===== src/logic/flash_burst_regs.svh =====
// Mode register layout, encodings and fixed counts of the burst command block
`ifndef FLASH_BURST_REGS_SVH
`define FLASH_BURST_REGS_SVH

`define MR_WIDTH        11
`define MR_BL_LSB       0
`define MR_BL_MSB       2
`define MR_BT_BIT       3
`define MR_CL_LSB       4
`define MR_CL_MSB       6
`define MR_OPM_LSB      7
`define MR_OPM_MSB      8
`define MR_WB_BIT       9
`define MR_RESET        11'h020

`define BL_ONE          3'h0
`define BL_TWO          3'h1
`define BL_FOUR         3'h2
`define BL_EIGHT        3'h3
`define BL_FULL         3'h7

`define CL_ONE          3'h1
`define CL_TWO          3'h2

`define ADDR_ALL_BANKS  10
`define CODE_MSB        7
`define COL_MSB         7
`define WR_FULL_MASK    8'h07

`endif


===== src/logic/flash_burst_pkg.sv =====
// Types and the burst mask decode function of the burst command block
package flash_burst_pkg;

  typedef logic [7:0]  col_t;
  typedef logic [11:0] row_t;
  typedef logic [15:0] word_t;
  typedef logic [10:0] mode_t;

  typedef enum logic [3:0] {
    CMD_NOP   = 4'h0,
    CMD_ACT   = 4'h1,
    CMD_RD    = 4'h2,
    CMD_WR    = 4'h3,
    CMD_BST   = 4'h4,
    CMD_CLOSE = 4'h5,
    CMD_CODE  = 4'h6,
    CMD_MRS   = 4'h7
  } cmd_e;

  typedef enum logic [2:0] {
    ST_IDLE  = 3'b001,
    ST_READ  = 3'b010,
    ST_WRITE = 3'b100
  } state_e;

  // Column mask of the wrap block for a burst length code
  function automatic col_t burst_mask(input logic [2:0] bl);
    case (bl)
      3'h1:    burst_mask = 8'h01;
      3'h2:    burst_mask = 8'h03;
      3'h3:    burst_mask = 8'h07;
      3'h7:    burst_mask = 8'hFF;
      default: burst_mask = 8'h00;
    endcase
  endfunction

endpackage


===== src/logic/burst_if.sv =====
// Burst column sequencing signals between control and generator
`timescale 1ns/1ps
interface burst_if;
  logic       start;
  logic       step;
  logic       interleave;
  logic [7:0] start_col;
  logic [7:0] mask;
  logic [7:0] col;

  modport ctrl (
    output start,
    output step,
    output interleave,
    output start_col,
    output mask,
    input  col
  );

  modport gen (
    input  start,
    input  step,
    input  interleave,
    input  start_col,
    input  mask,
    output col
  );
endinterface


===== src/logic/burst_addr_gen.sv =====
// Burst column generator with block wrap and interleave ordering
`timescale 1ns/1ps
module burst_addr_gen (
  input wire logic clk_sys,
  input wire logic rst_n,
  input wire logic clk_en,
  burst_if.gen     bif
);
  import flash_burst_pkg::*;

  col_t base_ff;
  col_t nxt_base;
  col_t cnt_ff;
  col_t nxt_cnt;
  col_t mask_ff;
  col_t nxt_mask;
  logic ilv_ff;
  logic nxt_ilv;
  col_t offset;

  always_comb begin
    nxt_base = base_ff;
    nxt_cnt  = cnt_ff;
    nxt_mask = mask_ff;
    nxt_ilv  = ilv_ff;
    if (bif.start) begin
      nxt_base = bif.start_col;
      nxt_cnt  = 8'h01;
      nxt_mask = bif.mask;
      nxt_ilv  = bif.interleave;
    end else if (bif.step) begin
      nxt_cnt  = cnt_ff + 8'h01;
    end
  end

  always_ff @(posedge clk_sys or negedge rst_n) begin
    if (!rst_n) begin
      base_ff <= 8'h00;
      cnt_ff  <= 8'h00;
      mask_ff <= 8'h00;
      ilv_ff  <= 1'b0;
    end else if (clk_en) begin
      base_ff <= nxt_base;
      cnt_ff  <= nxt_cnt;
      mask_ff <= nxt_mask;
      ilv_ff  <= nxt_ilv;
    end
  end

  always_comb begin
    if (ilv_ff) begin
      offset = (base_ff & mask_ff) ^ cnt_ff;
    end else begin
      offset = base_ff + cnt_ff;
    end
    if (bif.start) begin
      bif.col = bif.start_col;
    end else begin
      bif.col = (base_ff & ~mask_ff) | (offset & mask_ff);
    end
  end

endmodule


===== src/logic/sdram_flash_burst_cmd.sv =====
// Command decode, mode register and burst data path of the flash SDRAM port
//
// Overview of operation
// - Lengths 2/4/8 pick block from upper column bits, start from low bits.
// - Full-page burst spans the whole 256-column row from any start column.
// - A burst reaching its block end wraps to the start of that block.
// - Order follows length, start and order bit; sequential adds, else XOR.
// - Burst length one touches just the named column; order bit ignored.
// - First read word valid latency clocks after the read, latency 1 to 3.
// - Data pins start driving in the same clock as the first valid read word.
// - Write-burst select clear: writes use length; full page gives eight.
// - Write-burst select set: every write is a single location.
// - Chip select high inhibits; strobes high are no-op; activate opens row.
// - Read, write and burst terminate decode; column is eight bits.
// - Row close shuts one bank, or all when address bit ten is high.
// - Command-code load takes low eight address bits, starts flash sequence.
// - With code load disabled, refresh encodings act as no-operations.
// - Load mode register takes op-code from low eleven address bits.
// - Initialization copies the stored default into the mode register.
// - Output mask acts at once on writes, two clocks late on reads.
// - Configuration readout returns the current mode register contents.
// - Full page is sequential read only; interleave supports 1, 2, 4, 8.
`timescale 1ns/1ps
`include "flash_burst_regs.svh"
module sdram_flash_burst_cmd (
  input  wire logic                  clk_sys,
  input  wire logic                  rst_n,
  input  wire logic                  clk_en,
  input  wire logic                  cs_n,
  input  wire logic                  ras_n,
  input  wire logic                  cas_n,
  input  wire logic                  we_n,
  input  wire logic [1:0]            bank_sel,
  input  wire logic [11:0]           addr,
  input  wire logic                  dqm,
  input  wire flash_burst_pkg::word_t dq_in,
  output       flash_burst_pkg::word_t dq_out,
  output logic                       dq_oe,
  input  wire logic                  init_load,
  input  wire flash_burst_pkg::mode_t nv_mode_value,
  input  wire logic                  hw_code_load_off,
  input  wire logic                  cfg_read_sel,
  output logic                       rd_en,
  output logic [1:0]                 rd_bank,
  output       flash_burst_pkg::row_t rd_row,
  output       flash_burst_pkg::col_t rd_col,
  input  wire flash_burst_pkg::word_t rd_data,
  output logic                       wr_en,
  output logic [1:0]                 wr_bank,
  output       flash_burst_pkg::row_t wr_row,
  output       flash_burst_pkg::col_t wr_col,
  output       flash_burst_pkg::word_t wr_data,
  output logic [7:0]                 cmd_code,
  output logic                       cmd_code_vld,
  output logic [3:0]                 bank_open,
  output       flash_burst_pkg::mode_t mode_value
);
  import flash_burst_pkg::*;

  burst_if bif ();

  cmd_e       cmd;
  state_e     st_ff, nxt_st;
  logic [8:0] rem_ff, nxt_rem;
  logic [1:0] bbank_ff, nxt_bbank, wr_bank_ff;
  mode_t      mode_ff, nxt_mode;
  logic [7:0] code_ff, nxt_code;
  logic       code_vld_ff, nxt_code_vld;
  row_t       row_ff [4], wr_row_ff;
  logic [3:0] open_ff;
  logic [2:0] bl, cl;
  logic       full_pg, rd_word, wr_word, start_rd, start_wr;
  col_t       wmask, wr_col_ff;
  word_t      pipe_ff [2], nxt_pipe [2];
  logic [1:0] pvld_ff, nxt_pvld;
  word_t      dout_ff, nxt_dout, wr_data_ff, cur_word;
  logic       oe_ff, nxt_oe, dqm_d1_ff, sel_vld;
  logic       wr_en_ff, nxt_wr_en;

  assign bl      = mode_ff[`MR_BL_MSB:`MR_BL_LSB];
  assign cl      = mode_ff[`MR_CL_MSB:`MR_CL_LSB];
  assign full_pg = (bl == `BL_FULL);

  // Command decode from the strobe pins
  always_comb begin
    cmd = CMD_NOP;
    if (clk_en && !cs_n) begin
      unique case ({ras_n, cas_n, we_n})
        3'b011:  cmd = CMD_ACT;
        3'b101:  cmd = CMD_RD;
        3'b100:  cmd = CMD_WR;
        3'b110:  cmd = CMD_BST;
        3'b010:  cmd = CMD_CLOSE;
        3'b001:  cmd = hw_code_load_off ? CMD_NOP : CMD_CODE;
        3'b000:  cmd = CMD_MRS;
        3'b111:  cmd = CMD_NOP;
      endcase
    end
  end

  assign start_rd = (cmd == CMD_RD);
  assign start_wr = (cmd == CMD_WR);

  // full page writes in blocks of eight
  always_comb begin
    if (mode_ff[`MR_WB_BIT]) begin
      wmask = 8'h00;
    end else if (full_pg) begin
      wmask = `WR_FULL_MASK;
    end else begin
      wmask = burst_mask(bl);
    end
  end

  // terminate, a read or a write ends the running burst
  assign rd_word = start_rd || (st_ff == ST_READ && cmd != CMD_WR &&
                   cmd != CMD_BST);
  assign wr_word = start_wr || (st_ff == ST_WRITE && cmd != CMD_RD &&
                   cmd != CMD_BST);

  // length one has an empty mask
  assign bif.start      = start_rd || start_wr;
  assign bif.step       = (rd_word || wr_word) && !bif.start;
  assign bif.start_col  = addr[`COL_MSB:0];
  assign bif.mask       = start_wr ? wmask : burst_mask(bl);
  assign bif.interleave = mode_ff[`MR_BT_BIT] && !full_pg;

  burst_addr_gen burst_addr_gen_i (
    .clk_sys (clk_sys),
    .rst_n   (rst_n),
    .clk_en  (clk_en),
    .bif     (bif)
  );

  // Burst length counter and state
  always_comb begin
    nxt_st    = st_ff;
    nxt_rem   = rem_ff;
    nxt_bbank = bbank_ff;
    if (bif.start) begin
      nxt_bbank = bank_sel;
      nxt_rem   = {1'b0, bif.mask};
      if (bif.mask == 8'h00) begin
        nxt_st = ST_IDLE;
      end else begin
        nxt_st = start_rd ? ST_READ : ST_WRITE;
      end
    end else if (rd_word || wr_word) begin
      if (!(rd_word && full_pg)) begin
        nxt_rem = rem_ff - 9'h001;
        if (rem_ff == 9'h001) begin
          nxt_st = ST_IDLE;
        end
      end
    end else if (st_ff != ST_IDLE) begin
      nxt_st = ST_IDLE;
    end
  end

  always_ff @(posedge clk_sys or negedge rst_n) begin
    if (!rst_n) begin
      st_ff    <= ST_IDLE;
      rem_ff   <= 9'h000;
      bbank_ff <= 2'h0;
    end else if (clk_en) begin
      st_ff    <= nxt_st;
      rem_ff   <= nxt_rem;
      bbank_ff <= nxt_bbank;
    end
  end

  // Per-bank open row tracking
  genvar b;
  generate
    for (b = 0; b < 4; b++) begin : g_bank
      row_t nxt_row;
      logic nxt_open;
      always_comb begin
        nxt_row  = row_ff[b];
        nxt_open = open_ff[b];
        if (cmd == CMD_ACT && bank_sel == b) begin
          nxt_row  = addr;
          nxt_open = 1'b1;
        end
        if (cmd == CMD_CLOSE && (addr[`ADDR_ALL_BANKS] || bank_sel == b)) begin
          nxt_open = 1'b0;
        end
      end
      always_ff @(posedge clk_sys or negedge rst_n) begin
        if (!rst_n) begin
          row_ff[b]  <= 12'h000;
          open_ff[b] <= 1'b0;
        end else if (clk_en) begin
          row_ff[b]  <= nxt_row;
          open_ff[b] <= nxt_open;
        end
      end
    end
  endgenerate

  // Mode register and command code
  always_comb begin
    nxt_mode     = mode_ff;
    nxt_code     = code_ff;
    nxt_code_vld = 1'b0;
    if (init_load) begin
      nxt_mode = nv_mode_value;
    end else if (cmd == CMD_MRS) begin
      nxt_mode = addr[`MR_WIDTH-1:0];
    end
    if (cmd == CMD_CODE) begin
      nxt_code     = addr[`CODE_MSB:0];
      nxt_code_vld = 1'b1;
    end
  end

  always_ff @(posedge clk_sys or negedge rst_n) begin
    if (!rst_n) begin
      mode_ff     <= `MR_RESET;
      code_ff     <= 8'h00;
      code_vld_ff <= 1'b0;
    end else if (clk_en) begin
      mode_ff     <= nxt_mode;
      code_ff     <= nxt_code;
      code_vld_ff <= nxt_code_vld;
    end else begin
      code_vld_ff <= 1'b0;
    end
  end

  // Array read port follows the burst column
  assign rd_en   = rd_word;
  assign rd_bank = start_rd ? bank_sel : bbank_ff;
  assign rd_row  = row_ff[rd_bank];
  assign rd_col  = bif.col;

  assign cur_word = cfg_read_sel ? {5'h00, mode_ff} : rd_data;

  always_comb begin
    nxt_pipe[0] = cur_word;
    nxt_pipe[1] = pipe_ff[0];
    nxt_pvld    = {pvld_ff[0], rd_word};
    if (cmd == CMD_BST || cmd == CMD_WR) begin
      nxt_pvld = 2'b00;
    end
    if (cl == `CL_ONE) begin
      nxt_dout = cur_word;
      sel_vld  = rd_word;
    end else if (cl == `CL_TWO) begin
      nxt_dout = pipe_ff[0];
      sel_vld  = pvld_ff[0];
    end else begin
      nxt_dout = pipe_ff[1];
      sel_vld  = pvld_ff[1];
    end
    if (cmd == CMD_BST || cmd == CMD_WR) begin
      sel_vld = 1'b0;
    end
    nxt_oe = sel_vld && !dqm_d1_ff;
    if (!sel_vld) begin
      nxt_dout = dout_ff;
    end
  end

  always_ff @(posedge clk_sys or negedge rst_n) begin
    if (!rst_n) begin
      pipe_ff[0] <= 16'h0000;
      pipe_ff[1] <= 16'h0000;
      pvld_ff    <= 2'b00;
      dout_ff    <= 16'h0000;
      oe_ff      <= 1'b0;
      dqm_d1_ff  <= 1'b1;
    end else if (clk_en) begin
      pipe_ff[0] <= nxt_pipe[0];
      pipe_ff[1] <= nxt_pipe[1];
      pvld_ff    <= nxt_pvld;
      dout_ff    <= nxt_dout;
      oe_ff      <= nxt_oe;
      dqm_d1_ff  <= dqm;
    end
  end

  assign nxt_wr_en = wr_word && !dqm;

  always_ff @(posedge clk_sys or negedge rst_n) begin
    if (!rst_n) begin
      wr_en_ff   <= 1'b0;
      wr_bank_ff <= 2'h0;
      wr_row_ff  <= 12'h000;
      wr_col_ff  <= 8'h00;
      wr_data_ff <= 16'h0000;
    end else if (clk_en) begin
      wr_en_ff   <= nxt_wr_en;
      wr_bank_ff <= start_wr ? bank_sel : bbank_ff;
      wr_row_ff  <= row_ff[start_wr ? bank_sel : bbank_ff];
      wr_col_ff  <= bif.col;
      wr_data_ff <= dq_in;
    end else begin
      wr_en_ff   <= 1'b0;
    end
  end

  assign dq_out       = dout_ff;
  assign dq_oe        = oe_ff;
  assign wr_en        = wr_en_ff;
  assign wr_bank      = wr_bank_ff;
  assign wr_row       = wr_row_ff;
  assign wr_col       = wr_col_ff;
  assign wr_data      = wr_data_ff;
  assign cmd_code     = code_ff;
  assign cmd_code_vld = code_vld_ff;
  assign bank_open    = open_ff;
  assign mode_value   = mode_ff;

endmodule


===== config.mk =====
export PLATFORM = sky130hd
export DESIGN_NAME = sdram_flash_burst_cmd
export DESIGN_NICKNAME = d
export VERILOG_FILES = /design/src/logic/flash_burst_pkg.sv /design/src/logic/burst_if.sv /design/src/logic/burst_addr_gen.sv /design/src/logic/sdram_flash_burst_cmd.sv
export VERILOG_INCLUDE_DIRS = /design/src /design/src/logic
export SDC_FILE = /design/constraint.sdc
export NUM_CORES = 1
export LEC_CHECK = 0
export BUFFER_PORTS_ARGS = -buffer_cell sky130_fd_sc_hd__buf_2
export CAP_MARGIN = 20
export CORE_MARGIN = 4
export CORE_UTILIZATION = 50
export DETAILED_ROUTE_END_ITERATION = 16
export PLACE_DENSITY = 0.71
export SETUP_SLACK_MARGIN = 0.1
export SYNTH_ARGS = -nofsm -noshare
export SYNTH_HDL_FRONTEND = slang
export SYNTH_SLANG_ARGS = --single-unit

===== constraint.sdc =====
create_clock -name clk_sys -period 3.6 [get_ports clk_sys]
set_input_delay 0.36 -clock clk_sys [delete_from_list [all_inputs] [get_ports clk_sys]]
set_output_delay 0.36 -clock clk_sys [all_outputs]
set_load 0.05 [all_outputs]

# ---- Yosys cells after proc, flatten, opt, wreduce, memory -nomap -nowiden
# Cells that the tools add are included.
dict set report totals {
  out_inout_bits 103
  inputBits 68
  reg_bits 202
}
dict set report op_classes {
  n_eq_ne 33
  magnitude_cmp 2
  muxes 50
  reduce_logical 58
  n_bitwise 8
  addsub 3
}
# op n
set ops {}
lappend ops {{$bmux 12 s2} 2}
lappend ops {{$mux 12} 4}
lappend ops {{$mux 16} 3}
lappend ops {{$mux 8} 5}
lappend ops {{$pmux 4 s8} 1}
lappend ops {{$pmux 8 s4} 1}
lappend ops {{$mux 3} 10}
lappend ops {{$mux 9} 3}
lappend ops {{$reduce_and 2->1} 13}
lappend ops {{$and 8x8->8} 3}
lappend ops {{$mux 11} 2}
lappend ops {{$eq 3x2->1 const B} 6}
lappend ops {{$eq 3x3->1 const B} 6}
lappend ops {{$logic_and 1x1->1} 18}
lappend ops {{$eq 4x3->1 const B} 4}
lappend ops {{$mux 1} 14}
lappend ops {{$reduce_bool 2->1} 7}
lappend ops {{$eq 3x1->1 const B} 3}
lappend ops {{$eq 9x1->1 const B} 1}
lappend ops {{$logic_or 1x1->1} 9}
lappend ops {{$pmux 3 s3} 1}
lappend ops {{$sub 9x1->9 const B} 1}
lappend ops {{$add 8x1->8 const B} 1}
lappend ops {{$add 8x8->8} 1}
lappend ops {{other kinds (24)} 35}

# ---- Depth between registers and ports, before layout
dict set report depth {
  depth_word 11
  depth_mapped 8
}

# ---- Cells and area by module
# From an unflattened synthesis, not the netlist that was laid out.
dict set report unflattened {
  cells_unflattened 884
  area_unflattened_um2 10045.9
}
# module instances cells_each area_each_um2 seq_area_each_um2
set modules_own_cells {}
lappend modules_own_cells {sdram_flash_burst_cmd 1 709 8415.6 4433.0}
lappend modules_own_cells {burst_addr_gen 1 175 1630.3 625.6}

# ---- Worst setup path before layout
# No wires, ideal clock.
dict set report synth_path {
  path_type {register -> output}
  from {register burst_addr_gen_i.cnt_ff[4]}
  to {output rd_col[7]}
  t_arrival_ns 2.682
  setup_slack_ns 0.558
  n_path_buf 0
  path_stages_with_launch 7
  cell_sequence {dfrtp_1 > ha_1 > and2_1 > a221oi_1 > a211o_1 > a21boi_0 > o21ai_0}
}
dict set report synth_between {
  elab_chain_cells 5
}
# element line
set synth_lines {}
lappend synth_lines {{start, declared} burst_addr_gen.sv:13} ;# col_t cnt_ff;
lappend synth_lines {{start signal, assigned} burst_addr_gen.sv:44} ;# cnt_ff <= nxt_cnt;
lappend synth_lines {{$add 8x8->8} burst_addr_gen.sv:54} ;# offset = base_ff + cnt_ff;
lappend synth_lines {{$mux 8} burst_addr_gen.sv:51} ;# if (ilv_ff) begin
lappend synth_lines {{$and 8x8->8} burst_addr_gen.sv:59} ;# bif.col = (base_ff & ~mask_ff) | (offset & mask_ff);
lappend synth_lines {{$or 8x8->8} burst_addr_gen.sv:59}
lappend synth_lines {{$mux 8} burst_addr_gen.sv:56} ;# if (bif.start) begin
lappend synth_lines {{end, declared} sdram_flash_burst_cmd.sv:46} ;# output flash_burst_pkg::col_t rd_col,
# No other way between the ends.

# ---- Final worst setup path
# Ends and elaborated chain as after synthesis.

==> results.md <==
- Status: completed
- Slowest cell delay on critical path: 0.49 ns
- Synth area leaders: dfrtp_1 49%, mux2_2 12%, mux2i_1 9.1%
- Pwr dens: 642 nW/µm²
- Port Buffer Count: between 150 and 200
- Dpl ws: 0.755 ns
- Avg WL per Cell: about 19 µm
- Detailed router's first-iteration violation count: 523
- Psw: 3.03 mW
- Sw Ratio: 40.6%
- Post-CTS Setup Bufs: 0
- Flop pwr share: 39.8%
- Req. time, crit path: 3.24 ns
- Mapped cell area: 9870 µm²
- Number of synthesis warnings: 0
- Post-layout minimum cycle time: between 3 and 4 ns
- Synth top area share: 49.4%
- WP buf/inv: 1
- Final net count: 1134
- Fin util: 59.8%
- Crit path launch: burst_addr_gen_i.cnt_ff[4]
- Post-synth top area cell: dfrtp_1
- Initial antenna violation count: 2
- RSZ-0062 raised after global routing: false
- Remaining DRCs: 0
- Gp weighted congestion: between 0.8 and 0.9
- R2r startpoint: burst_addr_gen_i.cnt_ff[0]
- Ys async rst share: 100%
- Post-synth EDFFs: 0
- FF-to-FF End: wr_col[6]
- CTS sink cnt: 198
- Crit path setup slack, layout: roughly 0.48 ns
- Fillers: 1650
- Clock tree from TritonCTS: yes
- Crit-path max FO: 5
- Global-route wire length before repair: 40200 µm
- Max VDD drop: 0.354 mV
- Worst-margin pin slew: 0.737 ns
- CP Launch Type: register
- Comb power frac: 33.9%
- Final critical-path share of the clock period: between 80% and 90%
- Worst slew margin: 50.9%
- Synthesized area per cell: about 11 µm²
- Fin Hold WS: approximately 0.14 ns
- Unique cell type count in the Yosys netlist: 65
- DR pass1 iterations: 5
- Max Fclk: 320 MHz
- R2R Setup Slk: 1.40 ns
- Vias: 7467
- Main synth FF type: dfrtp_1
- Synth-to-Final Area Change: 18.0%
- Core area: 19500 µm²
- GRT Overall Usage: 23.3%
- FF-to-FF path depth: 8
- Layout cell share with drive strength beyond 1: 32.0%
- Family with the most delay on the worst path: compound AO/OA/AOI/OAI gates
- Leakage Power: 5.74 nW
- Site Rows: 51
- Critical path type: register to output port
- Final hold vios: 0
- Die height: 149 µm
- Max Slew Vio Count: 0
- Crit path cell chain: ha_1, and2_1, a221oi_1, a211o_1, a21boi_0, o21ai_0, buf_2
- CTS max path bufs: 2
- Pin count of the biggest net entering global routing: 94
- Total CTS buffers: 17
- Final ANT Viol Nets: 0
- Die X: roughly 150 µm
- I/O Pins: 171
- CTS root buf: clkbuf_16
- Antenna Diode Count: 0
- Fin cells: approximately 1300
- Worst path depth: 7
- Cells after synthesis: 892
- Vias/cell: 5.60
- WHS Path Cells: 2
- Hold Crit Start: dqm
- Vias in the first global route: about 7300
- Syn_nets: 971
- Slowest CP cell: a221oi_1
- Clk network pwr share: 26.2%
- Hold Crit Class: input port to register
- Setup crit end kind: output port
- Dpl hpwl: 17200 µm
- Hold Path Sink: wr_en
- Initial Util: 50.7%
- Critical path arrival: 2.76 ns
- Worst skew pair latency: 0.44 ns
- Setup Skew: ~0.0096 ns
- Dpl cells: 1300
- Setup TNS: 0 ns
- H-tree levels: 4
- Post-synthesis register bit count: between 150 and 200
- Die footprint: 22100 µm²
- Int Power: 4.44 mW
- Final setup vio count: 0
- Sequential area share after synthesis: 50.2%
- Reg clk slew, reported paths: ~0.080 ns
- Final wirelength: about 25000 µm
- Grt ovf: 0
- Max-capacitance violation count: 0
[routing by layer]
| layer | share of wire [%] | global-route usage, % | wire length, µm |
|---|---|---|---|
| met2 | 48 | 37.2 | 12100 |
| met3 | 5.3 | 5.18 | 1360 |
| met1 | 45 | 32.0 | 11500 |
| met5 | 0.082 | 0 | 21 |
| met4 | 1.8 | 6.97 | 467 |
[state kept, by name, summed over array words and instances, names as in the netlist, 2 cells and up]
register,cells
row_ff,48
dq_out,16
nxt_pipe,16
pipe_ff,16
wr_data,16
wr_row,12
mode_value,11
rem_ff,9
burst_addr_gen_i.base_ff,8
burst_addr_gen_i.cnt_ff,8
cmd_code,8
wr_col,8
bank_open,4
burst_addr_gen_i.mask_ff,4
st_ff,3
bbank_ff,2
pvld_ff,2
wr_bank,2
[power groups by stage]
| stage | logic, mW | clock network [mW] | registers (mW) |
|---|---|---|---|
| finish | 2.54 | 1.96 | 2.98 |
| detailed placement | 2.54 | 0 | 3.01 |
| floorplan | 1.23 | 0 | 3.64 |
| CTS | 2.55 | 1.99 | 2.98 |
| global placement | 2.51 | 0 | 3.00 |
| global route | 2.72 | 2.10 | 3.04 |
[per-stage QoR]
| stage | cell area (µm²) | total power, mW |
|---|---|---|
| global route | 11600 | 7.86 |
| CTS | 11600 | 7.52 |
| finish | 11600 | 7.48 |
| floorplan | 9870 | 4.86 |
| global placement | 11000 | 5.51 |
| detailed placement | 11000 | 5.56 |
[cell families after synthesis]
family,synth area share [%]
buf+inv,3.09
compound gates,11.1
fa+ha+maj,1.57
flops,50.2
xor+xnor,0.976
mux,21.4
simple gates,11.6
[layout make-up]
type / count / area (µm²) / area share, %
Clock buffer: 17 / 425 / 3.65
Sequential cell: 198 / 4960 / 42.6
Inverter: 22 / 82.6 / 0.709
Tap cell: 265 / 332 / 2.85
Clock inverter: 15 / 178 / 1.53
Timing Repair Buffer: 190 / 1030 / 8.82
Multi-Input combinational cell: 626 / 4640 / 39.9
[cells in the final DEF (no fill, tap or decap), types with 3 or more instances in the layout]
cell type,n
nand2b_1,7
nor2_1,40
dfrtp_1,195
nand3b_1,8
inv_1,21
a22o_1,7
a31oi_1,7
dfstp_2,3
nor3b_1,3
a211oi_1,13
buf_2,168
and2_1,4
ha_1,10
mux2_2,105
nor3_1,7
inv_8,5
nand3_1,9
o31ai_1,8
and3_1,6
nand4_1,5
o21ai_0,50
o221ai_1,14
nand2_1,116
inv_6,4
xnor2_1,4
a21oi_1,37
nor2b_1,17
clkbuf_16,17
and2b_1,5
mux2i_1,89
buf_4,19
xor2_1,7
[cell usage after synthesis (3+ instances only)]
cell and n:
dfrtp_1 195, nand2_1 116, mux2_2 105, mux2i_1 90
o21ai_0 51, nor2_1 40, a21oi_1 37, clkbuf_1 25
inv_1 21, nor2b_1 17, o221ai_1 14, a211oi_1 13
ha_1 10, nand3_1 9, buf_1 8, nand3b_1 8
o31ai_1 8, a22o_1 7, a31oi_1 7, buf_2 7
nand2b_1 7, nor3_1 7, xor2_1 7, and3_1 6
and2b_1 5, buf_6 5, nand4_1 5, and2_1 4
xnor2_1 4, dfstp_2 3, nor3b_1 3
[timing repair]
item	4_1_cts	5_1_grt
hold buffers	1	0
gates resized for setup	0	0
endpoints found under the hold margin	63	0
[how the worst max path moves through the flow]
stage                      to  slack [ns]
finish              rd_col[7]        0.48
global route        rd_col[7]        0.22
CTS                 rd_col[7]        0.41
detailed placement  rd_row[2]        0.76
global placement    rd_row[2]        0.80
floorplan           rd_col[7]        0.56
[worst reg2reg max path: stages (launching register included)]
cell     delay, ns
dfrtp_1       0.46
ha_1          0.20
inv_1         0.06
fa_1          0.47
nor2b_1       0.19
o31a_1        0.20
nor3_1        0.07
o31ai_1       0.27
a31oi_1       0.13
Note: power is estimated with default switching activity, not from simulation.
